==> src/rtl/vpc_pkg.sv <==
package vpc_pkg;

	// Packet geometry
	localparam int NUM_SLOTS = 8;
	localparam int NUM_UNITS = 8;
	localparam int NUM_EX    = 10;
	localparam int UNIT_W    = 3;
	localparam int SLOT_W    = 8;
	localparam int PKT_W     = NUM_SLOTS * SLOT_W;
	localparam int ADDR_W    = 32;
	localparam int CLS_W     = 4;
	localparam int RD_W      = 4;
	localparam int WR_W      = 2;

	// Slot descriptor layout: {class, unit, parallel}
	localparam int SLOT_PAR_BIT  = 0;
	localparam int SLOT_UNIT_LSB = 1;
	localparam int SLOT_CLS_LSB  = 4;

	localparam logic [2:0]        LAST_SLOT  = 3'h7;
	localparam logic [2:0]        FIRST_SLOT = 3'h0;
	localparam logic [ADDR_W-1:0] PKT_BYTES  = 32'h00000020;
	localparam logic [ADDR_W-1:0] PC_RESET   = 32'h00000000;

	// Execute stage numbers
	localparam int STG1  = 1;
	localparam int STG2  = 2;
	localparam int STG3  = 3;
	localparam int STG4  = 4;
	localparam int STG5  = 5;
	localparam int STG6  = 6;
	localparam int STG7  = 7;
	localparam int STG8  = 8;
	localparam int STG9  = 9;
	localparam int STG10 = 10;

	// Read strobes: bit0 src1 low, bit1 src1 high, bit2 src2 low, bit3 src2 high
	localparam logic [RD_W-1:0] RD_NONE      = 4'h0;
	localparam logic [RD_W-1:0] RD_LO        = 4'h5;
	localparam logic [RD_W-1:0] RD_HI        = 4'hA;
	localparam logic [RD_W-1:0] RD_S1LO_S2HI = 4'h9;
	localparam logic [RD_W-1:0] RD_S1HI_S2LO = 4'h6;

	// Write strobes: bit0 low word, bit1 high word
	localparam logic [WR_W-1:0] WR_NONE = 2'h0;
	localparam logic [WR_W-1:0] WR_LO   = 2'h1;
	localparam logic [WR_W-1:0] WR_HI   = 2'h2;

	typedef enum logic [CLS_W-1:0] {
		CLS_SINGLE, CLS_MUL16, CLS_STORE, CLS_LOAD, CLS_BRANCH, CLS_DP2,
		CLS_FOUR, CLS_I2D, CLS_DPCMP, CLS_DADD, CLS_IMUL, CLS_IMULD,
		CLS_DMUL, CLS_SDMUL, CLS_SPMUL, CLS_NOP
	} vpc_cls_type;

	typedef struct packed {
		logic        v;
		vpc_cls_type cls;
		logic        clamp_occurred_flag;
	} vpc_entry_type;

endpackage : vpc_pkg

==> src/rtl/vpc_unit_if.sv <==
interface vpc_unit_if;
	import vpc_pkg::*;

	// Issue side, driven by the phase controller
	logic        issue;
	vpc_cls_type cls;
	logic        cond;
	logic        clamp_occurred_flag;
	// Schedule side, driven by the unit tracker
	logic            branch_now;
	logic [RD_W-1:0] rd;
	logic [WR_W-1:0] wr;
	logic            agen;
	logic            base_wb;
	logic            mem_send;
	logic            store_data;
	logic            mem_access;
	logic            load_arrive;
	logic            clamp_set;

	modport ctrl (
		output issue, cls, cond, clamp_occurred_flag,
		input  branch_now, rd, wr, agen, base_wb, mem_send, store_data,
		input  mem_access, load_arrive, clamp_set
	);
	modport sched (
		input  issue, cls, cond, clamp_occurred_flag,
		output branch_now, rd, wr, agen, base_wb, mem_send, store_data,
		output mem_access, load_arrive, clamp_set
	);

endinterface : vpc_unit_if

==> src/rtl/vpc_unit_sched.sv <==
module vpc_unit_sched
	import vpc_pkg::*;
#(
	parameter int DEPTH = NUM_EX
)
(
	input wire logic clk_i,
	input wire logic resetn_i,
	vpc_unit_if.sched bus
);

	vpc_entry_type   e_q [1:DEPTH];
	vpc_entry_type   e_d [1:DEPTH];
	logic [RD_W-1:0] rd_d, rd_q;
	logic [WR_W-1:0] wr_d, wr_q;
	logic            agen_d, agen_q, bwb_d, bwb_q, send_d, send_q, st_d, st_q;
	logic            acc_d, acc_q, arr_d, arr_q, clamp_d;

	// Operand reads of one class in one stage
	function automatic logic [RD_W-1:0] rd_mask(input vpc_cls_type c, input int k);
		logic [RD_W-1:0] m;
		m = RD_NONE;
		if (k == STG1)
			m = RD_LO;
		else if (k == STG2 && (c == CLS_DPCMP || c == CLS_DADD))
			m = RD_HI;
		else if (k == STG2 && (c == CLS_SDMUL || c == CLS_DMUL))
			m = RD_S1LO_S2HI;
		else if (k == STG3 && c == CLS_DMUL)
			m = RD_S1HI_S2LO;
		else if (k == STG4 && c == CLS_DMUL)
			m = RD_HI;
		else if (k <= STG4 && (c == CLS_IMUL || c == CLS_IMULD))
			m = RD_LO;
		return m;
	endfunction : rd_mask

	// Result writes of one class in one stage; none in stage eight
	function automatic logic [WR_W-1:0] wr_mask(input vpc_cls_type c, input int k);
		logic [WR_W-1:0] m;
		m = WR_NONE;
		unique case (c)
			CLS_SINGLE:   m = (k == STG1) ? WR_LO : WR_NONE;
			CLS_MUL16,
			CLS_DPCMP:    m = (k == STG2) ? WR_LO : WR_NONE;
			CLS_DP2:      m = (k == STG1) ? WR_LO : ((k == STG2) ? WR_HI : WR_NONE);
			CLS_FOUR:     m = (k == STG4) ? WR_LO : WR_NONE;
			CLS_I2D,
			CLS_SPMUL:    m = (k == STG4) ? WR_LO : ((k == STG5) ? WR_HI : WR_NONE);
			CLS_LOAD:     m = (k == STG5) ? WR_LO : WR_NONE;
			CLS_DADD,
			CLS_SDMUL:    m = (k == STG6) ? WR_LO : ((k == STG7) ? WR_HI : WR_NONE);
			CLS_IMUL:     m = (k == STG9) ? WR_LO : WR_NONE;
			CLS_IMULD,
			CLS_DMUL:     m = (k == STG9) ? WR_LO : ((k == STG10) ? WR_HI : WR_NONE);
			CLS_STORE,
			CLS_BRANCH,
			CLS_NOP:      m = WR_NONE;
		endcase
		return m;
	endfunction : wr_mask

	function automatic logic is_mem(input vpc_cls_type c);
		return (c == CLS_LOAD) || (c == CLS_STORE);
	endfunction : is_mem

	assign bus.branch_now = bus.issue && bus.cond && (bus.cls == CLS_BRANCH);

	// Next stage contents and the strobes of the cycle they land in
	always_comb
	begin
		e_d[STG1].v   = bus.issue & bus.cond;
		e_d[STG1].cls = bus.cls;
		e_d[STG1].clamp_occurred_flag = 1'b0;
		for (int k = STG2; k <= DEPTH; k++)
			e_d[k] = e_q[k-1];
		rd_d = bus.issue ? rd_mask(bus.cls, STG1) : RD_NONE;
		wr_d = WR_NONE;
		for (int k = STG1; k <= DEPTH; k++)
		begin
			if (e_d[k].v)
			begin
				if (k > STG1)
					rd_d = rd_d | rd_mask(e_d[k].cls, k);
				wr_d = wr_d | wr_mask(e_d[k].cls, k);
			end
		end
		agen_d  = bus.issue & is_mem(bus.cls);
		bwb_d   = e_d[STG1].v & is_mem(e_d[STG1].cls);
		send_d  = e_d[STG2].v & is_mem(e_d[STG2].cls);
		st_d    = e_d[STG2].v & (e_d[STG2].cls == CLS_STORE);
		acc_d   = e_d[STG3].v & is_mem(e_d[STG3].cls);
		arr_d   = e_d[STG4].v & (e_d[STG4].cls == CLS_LOAD);
		// short multiply a stage later
		// Unregistered here: the flag flop upstream makes it visible next stage
		clamp_d = bus.clamp_occurred_flag && ((e_q[STG1].v && e_q[STG1].cls == CLS_SINGLE) ||
		          (e_q[STG2].v && e_q[STG2].cls == CLS_MUL16));
	end

	// Stage shift; no stall input by design, nothing ever waits
	always_ff @(posedge clk_i or negedge resetn_i)
	begin
		if (!resetn_i)
		begin
			for (int k = STG1; k <= DEPTH; k++)
				e_q[k] <= '{v: 1'b0, cls: CLS_NOP, clamp_occurred_flag: 1'b0};
			rd_q    <= RD_NONE;
			wr_q    <= WR_NONE;
			agen_q  <= 1'b0;
			bwb_q   <= 1'b0;
			send_q  <= 1'b0;
			st_q    <= 1'b0;
			acc_q   <= 1'b0;
			arr_q   <= 1'b0;
		end
		else
		begin
			e_q     <= e_d;
			rd_q    <= rd_d;
			wr_q    <= wr_d;
			agen_q  <= agen_d;
			bwb_q   <= bwb_d;
			send_q  <= send_d;
			st_q    <= st_d;
			acc_q   <= acc_d;
			arr_q   <= arr_d;
		end
	end

	// Strobes straight from flops, except clamp_set, which comes unregistered from clamp_d
	assign bus.rd          = rd_q;
	assign bus.wr          = wr_q;
	assign bus.agen        = agen_q;
	assign bus.base_wb     = bwb_q;
	assign bus.mem_send    = send_q;
	assign bus.store_data  = st_q;
	assign bus.mem_access  = acc_q;
	assign bus.load_arrive = arr_q;
	assign bus.clamp_set   = clamp_d;

endmodule : vpc_unit_sched

==> src/rtl/vpc_phase_ctrl.sv <==
module vpc_phase_ctrl
	import vpc_pkg::*;
(
	input  wire logic                       clk_i,
	input  wire logic                       resetn_i,
	output logic       [ADDR_W-1:0]         fetch_addr_o,
	output logic                            fetch_req_o,
	input  wire logic  [PKT_W-1:0]          fetch_pkt_i,
	input  wire logic  [ADDR_W-1:0]         branch_target_i,
	input  wire logic  [NUM_UNITS-1:0]      pred_true_i,
	input  wire logic  [NUM_UNITS-1:0]      sat_i,
	input  wire logic                       clamp_clear_i,
	output logic       [NUM_UNITS-1:0]      dc_valid_o,
	output logic       [NUM_UNITS*RD_W-1:0] rd_strobe_o,
	output logic       [NUM_UNITS*WR_W-1:0] wr_strobe_o,
	output logic       [NUM_UNITS-1:0]      addr_gen_o,
	output logic       [NUM_UNITS-1:0]      base_wb_o,
	output logic       [NUM_UNITS-1:0]      dmem_send_o,
	output logic       [NUM_UNITS-1:0]      dmem_store_o,
	output logic       [NUM_UNITS-1:0]      dmem_access_o,
	output logic       [NUM_UNITS-1:0]      load_arrive_o,
	output logic                            clamp_occurred_flag_o
);

	// Fetch phase registers
	logic [ADDR_W-1:0] pc_q, pc_d;
	logic [ADDR_W-1:0] ps_addr_q, ps_addr_d;
	logic              ps_v_q, ps_v_d;
	logic              pw_v_q, pw_v_d;
	logic              pr_v_q, pr_v_d;
	logic [PKT_W-1:0]  pr_pkt_q, pr_pkt_d;
	logic              req_q, req_d;

	// Dispatch and decode registers
	logic                dp_v_q, dp_v_d;
	logic [PKT_W-1:0]    dp_pkt_q, dp_pkt_d;
	logic [2:0]          dp_start_q, dp_start_d;
	logic [2:0]          ep_end;
	logic                pkt_done;
	logic                fetch_adv;
	logic [NUM_UNITS-1:0] dc_v_q, dc_v_d;
	vpc_cls_type         dc_cls_q [NUM_UNITS];
	vpc_cls_type         dc_cls_d [NUM_UNITS];

	// Flag and unit collection
	logic                 clamp_q, clamp_d;
	logic [NUM_UNITS-1:0] br_vec;
	logic [NUM_UNITS-1:0] clamp_vec;

	vpc_unit_if u_if [NUM_UNITS] ();

	function automatic vpc_cls_type slot_cls(input logic [PKT_W-1:0] p, input int i);
		return vpc_cls_type'(p[i*SLOT_W+SLOT_CLS_LSB +: CLS_W]);
	endfunction : slot_cls

	function automatic logic [UNIT_W-1:0] slot_unit(input logic [PKT_W-1:0] p,
	                                               input int i);
		return p[i*SLOT_W+SLOT_UNIT_LSB +: UNIT_W];
	endfunction : slot_unit

	// Execute packet boundary: first slot at or after start with parallel bit clear
	always_comb
	begin
		logic found;
		found  = 1'b0;
		ep_end = LAST_SLOT;
		for (int i = 0; i < NUM_SLOTS; i++)
		begin
			if (!found && i >= int'(dp_start_q) && !dp_pkt_q[i*SLOT_W+SLOT_PAR_BIT])
			begin
				ep_end = 3'(i);
				found  = 1'b1;
			end
		end
		pkt_done = !dp_v_q || (ep_end == LAST_SLOT);
	end

	assign fetch_adv = pkt_done;

	// Dispatch next state and unit routing
	always_comb
	begin
		dc_v_d = '0;
		for (int u = 0; u < NUM_UNITS; u++)
			dc_cls_d[u] = CLS_NOP;
		if (dp_v_q)
		begin
			for (int i = 0; i < NUM_SLOTS; i++)
			begin
				if (i >= int'(dp_start_q) && i <= int'(ep_end) &&
				    slot_cls(dp_pkt_q, i) != CLS_NOP)
				begin
					dc_v_d[slot_unit(dp_pkt_q, i)]   = 1'b1;
					dc_cls_d[slot_unit(dp_pkt_q, i)] = slot_cls(dp_pkt_q, i);
				end
			end
		end
		if (pkt_done)
		begin
			dp_v_d     = pr_v_q;
			dp_pkt_d   = pr_pkt_q;
			dp_start_d = FIRST_SLOT;
		end
		else
		begin
			dp_v_d     = dp_v_q;
			dp_pkt_d   = dp_pkt_q;
			dp_start_d = 3'(ep_end + 3'h1);
		end
	end

	// Fetch next state; the program counter is the generate phase itself
	always_comb
	begin
		pc_d      = pc_q;
		ps_addr_d = ps_addr_q;
		ps_v_d    = ps_v_q;
		pw_v_d    = pw_v_q;
		pr_v_d    = pr_v_q;
		pr_pkt_d  = pr_pkt_q;
		req_d     = 1'b0;
		if (fetch_adv)
		begin
			ps_addr_d = pc_q;
			ps_v_d    = 1'b1;
			pw_v_d    = ps_v_q;
			pr_v_d    = pw_v_q;
			pr_pkt_d  = fetch_pkt_i;
			pc_d      = pc_q + PKT_BYTES;
			req_d     = 1'b1;
		end
		if (|br_vec)
			pc_d = branch_target_i;
	end

	// Sticky clamp flag; a new event beats a clear in the same cycle
	always_comb
	begin
		clamp_d = (clamp_q & ~clamp_clear_i) | (|clamp_vec);
	end

	always_ff @(posedge clk_i or negedge resetn_i)
	begin
		if (!resetn_i)
		begin
			pc_q       <= PC_RESET;
			ps_addr_q  <= PC_RESET;
			ps_v_q     <= 1'b0;
			pw_v_q     <= 1'b0;
			pr_v_q     <= 1'b0;
			pr_pkt_q   <= '0;
			req_q      <= 1'b0;
			dp_v_q     <= 1'b0;
			dp_pkt_q   <= '0;
			dp_start_q <= FIRST_SLOT;
			dc_v_q     <= '0;
			for (int u = 0; u < NUM_UNITS; u++)
				dc_cls_q[u] <= CLS_NOP;
			clamp_q    <= 1'b0;
		end
		else
		begin
			pc_q       <= pc_d;
			ps_addr_q  <= ps_addr_d;
			ps_v_q     <= ps_v_d;
			pw_v_q     <= pw_v_d;
			pr_v_q     <= pr_v_d;
			pr_pkt_q   <= pr_pkt_d;
			req_q      <= req_d;
			dp_v_q     <= dp_v_d;
			dp_pkt_q   <= dp_pkt_d;
			dp_start_q <= dp_start_d;
			dc_v_q     <= dc_v_d;
			dc_cls_q   <= dc_cls_d;
			clamp_q    <= clamp_d;
		end
	end

	// One execute tracker per functional unit; decode always issues next cycle
	for (genvar g = 0; g < NUM_UNITS; g++)
	begin : g_unit
		assign u_if[g].issue = dc_v_q[g];
		assign u_if[g].cls   = dc_cls_q[g];
		assign u_if[g].cond  = pred_true_i[g];
		assign u_if[g].clamp_occurred_flag   = sat_i[g];

		vpc_unit_sched #(
			.DEPTH (NUM_EX)
		) u_sched (
			.clk_i    (clk_i),
			.resetn_i (resetn_i),
			.bus      (u_if[g])
		);

		assign br_vec[g]                      = u_if[g].branch_now;
		assign clamp_vec[g]                   = u_if[g].clamp_set;
		assign rd_strobe_o[g*RD_W +: RD_W]    = u_if[g].rd;
		assign wr_strobe_o[g*WR_W +: WR_W]    = u_if[g].wr;
		assign addr_gen_o[g]                  = u_if[g].agen;
		assign base_wb_o[g]                   = u_if[g].base_wb;
		assign dmem_send_o[g]                 = u_if[g].mem_send;
		assign dmem_store_o[g]                = u_if[g].store_data;
		assign dmem_access_o[g]               = u_if[g].mem_access;
		assign load_arrive_o[g]               = u_if[g].load_arrive;
	end

	// Registered outputs
	assign fetch_addr_o          = ps_addr_q;
	assign fetch_req_o           = req_q;
	assign dc_valid_o            = dc_v_q;
	assign clamp_occurred_flag_o = clamp_q;

endmodule : vpc_phase_ctrl

==> config.mk <==
export PLATFORM = sky130hd
export DESIGN_NAME = vpc_phase_ctrl
export DESIGN_NICKNAME = d
export VERILOG_FILES = /design/src/rtl/vpc_pkg.sv /design/src/rtl/vpc_unit_if.sv /design/src/rtl/vpc_unit_sched.sv /design/src/rtl/vpc_phase_ctrl.sv
export SDC_FILE = /design/constraint.sdc
export NUM_CORES = 1
export LEC_CHECK = 0
export BUFFER_PORTS_ARGS = -buffer_cell sky130_fd_sc_hd__buf_4
export CAP_MARGIN = 20
export CORE_MARGIN = 8
export CORE_UTILIZATION = 59
export CTS_CLUSTER_SIZE = 24
export DETAILED_ROUTE_END_ITERATION = 7
export GPL_ROUTABILITY_DRIVEN = 0
export PLACE_DENSITY = 0.79
export SLEW_MARGIN = 20
export SYNTH_ARGS = -nofsm -noshare
export SYNTH_HDL_FRONTEND = slang
export SYNTH_SLANG_ARGS = --single-unit
export TNS_END_PERCENT = 10
==> constraint.sdc <==
create_clock -name clk_i -period 4.4 [get_ports clk_i]
set_input_delay 0.88 -clock clk_i [delete_from_list [all_inputs] [get_ports clk_i]]
set_output_delay 0.88 -clock clk_i [all_outputs]
set_load 0.01 [all_outputs]
==> impl_metrics.yaml <==
outcome:
  run_status: "finished clean"
route:
  ant_nets: 0
  drc_errors: 0
  wire_per_inst_um: 20.4
  wirelength_um: 67900
  drtIter0Drc: 2214
  routed_via_density: 5.94
  via_count: 19800
  first_pass_iters: 6
critical_path:
  required_ns: 4.86
  crit_fanout: 19
  worstSetupPathType: "reg2reg"
  arrival_ns: 4.34
  cp-end-kind: "flop"
  cp_slowest_stage_delay_ns: 0.65
  slowest_stage: "dfrtp_1"
  path_buf_inv: 1
  start_kind: "flop"
  critPathTopFamily: "simple AND/OR/NAND/NOR gates"
  path_cells: "nor2_4 -> a221o_1 -> inv_2 -> a21oi_1 -> ha_1 -> ha_1 -> nand3_1 -> nor3_1 -> nor3_1 -> a221oi_1 -> o221ai_1"
place:
  place_inst: 3200
  dp_hpwl_um: 47200
  io_buffer_count: 251
  pre_cts_slack_ns: 0.673
timing:
  hold_ws_ns: 0.352
  hold_violations: 0
  min_period_ns: 3.87
  setup_violations: 0
  setup_slack_ns: 0.528
  rsz0062_at_grt: "no"
  max_freq_mhz: 258
  worst_pin_slew_ns: 1.13
  slew_headroom_pct: 23.8
  skew_ns: 0.0285
  tns_ns: 0
  slew_violations: 0
  period_share_pct: 88.0
flow_run:
  cap_violations: 0
finish:
  fin_nets: 2781
  layout-drive-gt1-share_pct: 28.0
  mostFrequentLayoutCells: "nand2_1, dfrtp_1, dfstp_2"
  final_common_cell: "nand2_1"
  area_growth_pct: 15.5
  final_cells: 3326
die:
  core.rowCount: 79
  dieArea_um2: 54000
  core_area_um2: 46400
  die_h_um: 232
  die_w_um: 232
  ioPinCount: 253
  initial_core_util_pct: 59.6
logic_synthesis:
  syn-num-nets: 2598
  ys.flop_type: "dfrtp_1"
  async_flop_share_pct: 100
  syn-instance-count: 2480
  synth_edf_count: 0
  ys_ff_latch: 695
  yosysWarnings: 0
  netlist_area_um2: 27600
  ys_seq_area_share_pct: 64.4
  synth.distinct_cells: 84
  syn_area_per_cell_um2: 11.1
clock_network:
  cts-root-buf: "clkbuf_16"
  cts_sinks: 695
  cts_setup_buffers: 0
  clk_pin_slew_worst_paths_ns: 0.06
  worstSkewPairLatency_ns: 0.61
  cts_buffer_depth: 3
  cts_buffers: 68
  ctsResizeCount: 0
  htreeDepth: 3
  cts_tree: "yes"
  hold_buffers: 0
global_routing:
  first_global_vias: 19900
  grt_use_total_pct: 25.2
  grt_pass1_wl_um: 108000
  grt_overflow: 0
  grt_antenna_before_repair: 1
  grt_max_degree: 150
power_and_ir_drop:
  power_w: 0.0231
  p_leak_nw: 14.4
  worst_ir_drop_vdd_uv: 576
  power_density_nw_per_um2: 724
min_path:
  hp-class: "reg2reg"
-- cell usage after synthesis (all sizes together) (23+ instances only) --
library cell	instances	area (um2)
nor3	62	325
nor2	179	679
nor2b	23	144
o211ai	35	263
dfstp	320	8410
nand4	72	450
nand2b	29	181
xor2	33	289
nand2	591	2220
a211oi	31	238
inv	35	131
clkbuf	80	302
nand3	56	280
dfrtp	375	9380
o21ai	52	272
a221oi	28	245
a21oi	55	275
mux2	25	282
buf	79	532
xnor2	24	210
-- flip-flops by register name, summed over array words and instances, names as in the netlist, 3 cells and up --
name,cells
g_unit.u_sched.bus.wr,16
u_if.cls,32
g_unit.u_sched.bus.store_data,8
g_unit.u_sched.bus.rd,32
g_unit.u_sched.e_d,360
dc_valid_o,8
g_unit.u_sched.bus.mem_send,8
g_unit.u_sched.bus.agen,8
pr_pkt_q,63
pc_q,32
g_unit.u_sched.bus.load_arrive,8
g_unit.u_sched.bus.base_wb,8
dp_pkt_q,63
g_unit.u_sched.bus.mem_access,8
fetch_addr_o,32
dp_start_q,3
-- final cells by class --
cell class	count	area [um2]
repair buffers	272	2160
inverters	35	134
multi-input cells	1591	8870
well taps	607	759
flip-flops and latches	695	17800
fillers	3250	14500
clock buffers	110	2040
diodes	1	2.50
clock inverters	15	145
-- through the flow --
step / instance area, um2 / utilization [%]
2_1_floorplan: 27600 / -
6_report: 31900 / 68.8
3_5_place_dp: 29700 / 64.1
5_1_grt: 31900 / 68.8
3_3_place_gp: 29700 / 64.1
4_1_cts: 31900 / 68.8
-- kinds of logic after synthesis --
logic type	share of synthesized area, %
multiplexers	1.45
XOR/XNOR	1.81
AND/OR/NAND/NOR	20.3
buffers and inverters	3.49
flip-flops	64.4
adder cells (fa/ha/maj)	0.136
AO/OA/AOI/OAI	8.32
-- report_power, final --
part | leakage [nW] | switching, W | internal (W) | total [W]
Combinational | 5.11 | 0.00368 | 0.00228 | 0.00596
Clock | 1.07 | 0.00237 | 0.00326 | 0.00563
Sequential | 8.22 | 0.00225 | 0.00926 | 0.0115
Total | 14.4 | 0.00830 | 0.0148 | 0.0231
-- final timing paths --
| path | endpoint | slack, ns | startpoint | cells past startpoint |
|---|---|---|---|---|
| worst max-delay path | u_if[0].cls[2] | 0.53 | dp_start_q[1] | 11 |
| worst min-delay path | g_unit[5].u_sched.e_d[10] | 0.35 | g_unit[5].u_sched.e_d[16] | 0 |
| worst max register to register | u_if[0].cls[2] | 0.53 | dp_start_q[1] | 11 |
| worst min register to register | g_unit[5].u_sched.e_d[10] | 0.35 | g_unit[5].u_sched.e_d[16] | 0 |
| max in group asynchronous | g_unit[3].u_sched.e_d[3] | 2.96 | resetn_i | 2 |
| min in group asynchronous | g_unit[5].u_sched.bus.wr[1] | 0.40 | resetn_i | 1 |
-- per-layer routing --
layer / track usage [%] / vias up / wire length, um
met1: 33.9 / 9687 / 27100
met3: 6.00 / 223 / 6190
met2: 39.9 / 955 / 32200
li1: - / 8908 / -
met5: 0 / - / 0
met4: 8.93 / 0 / 2450
No activity file was read; power rests on OpenSTA's default activity.
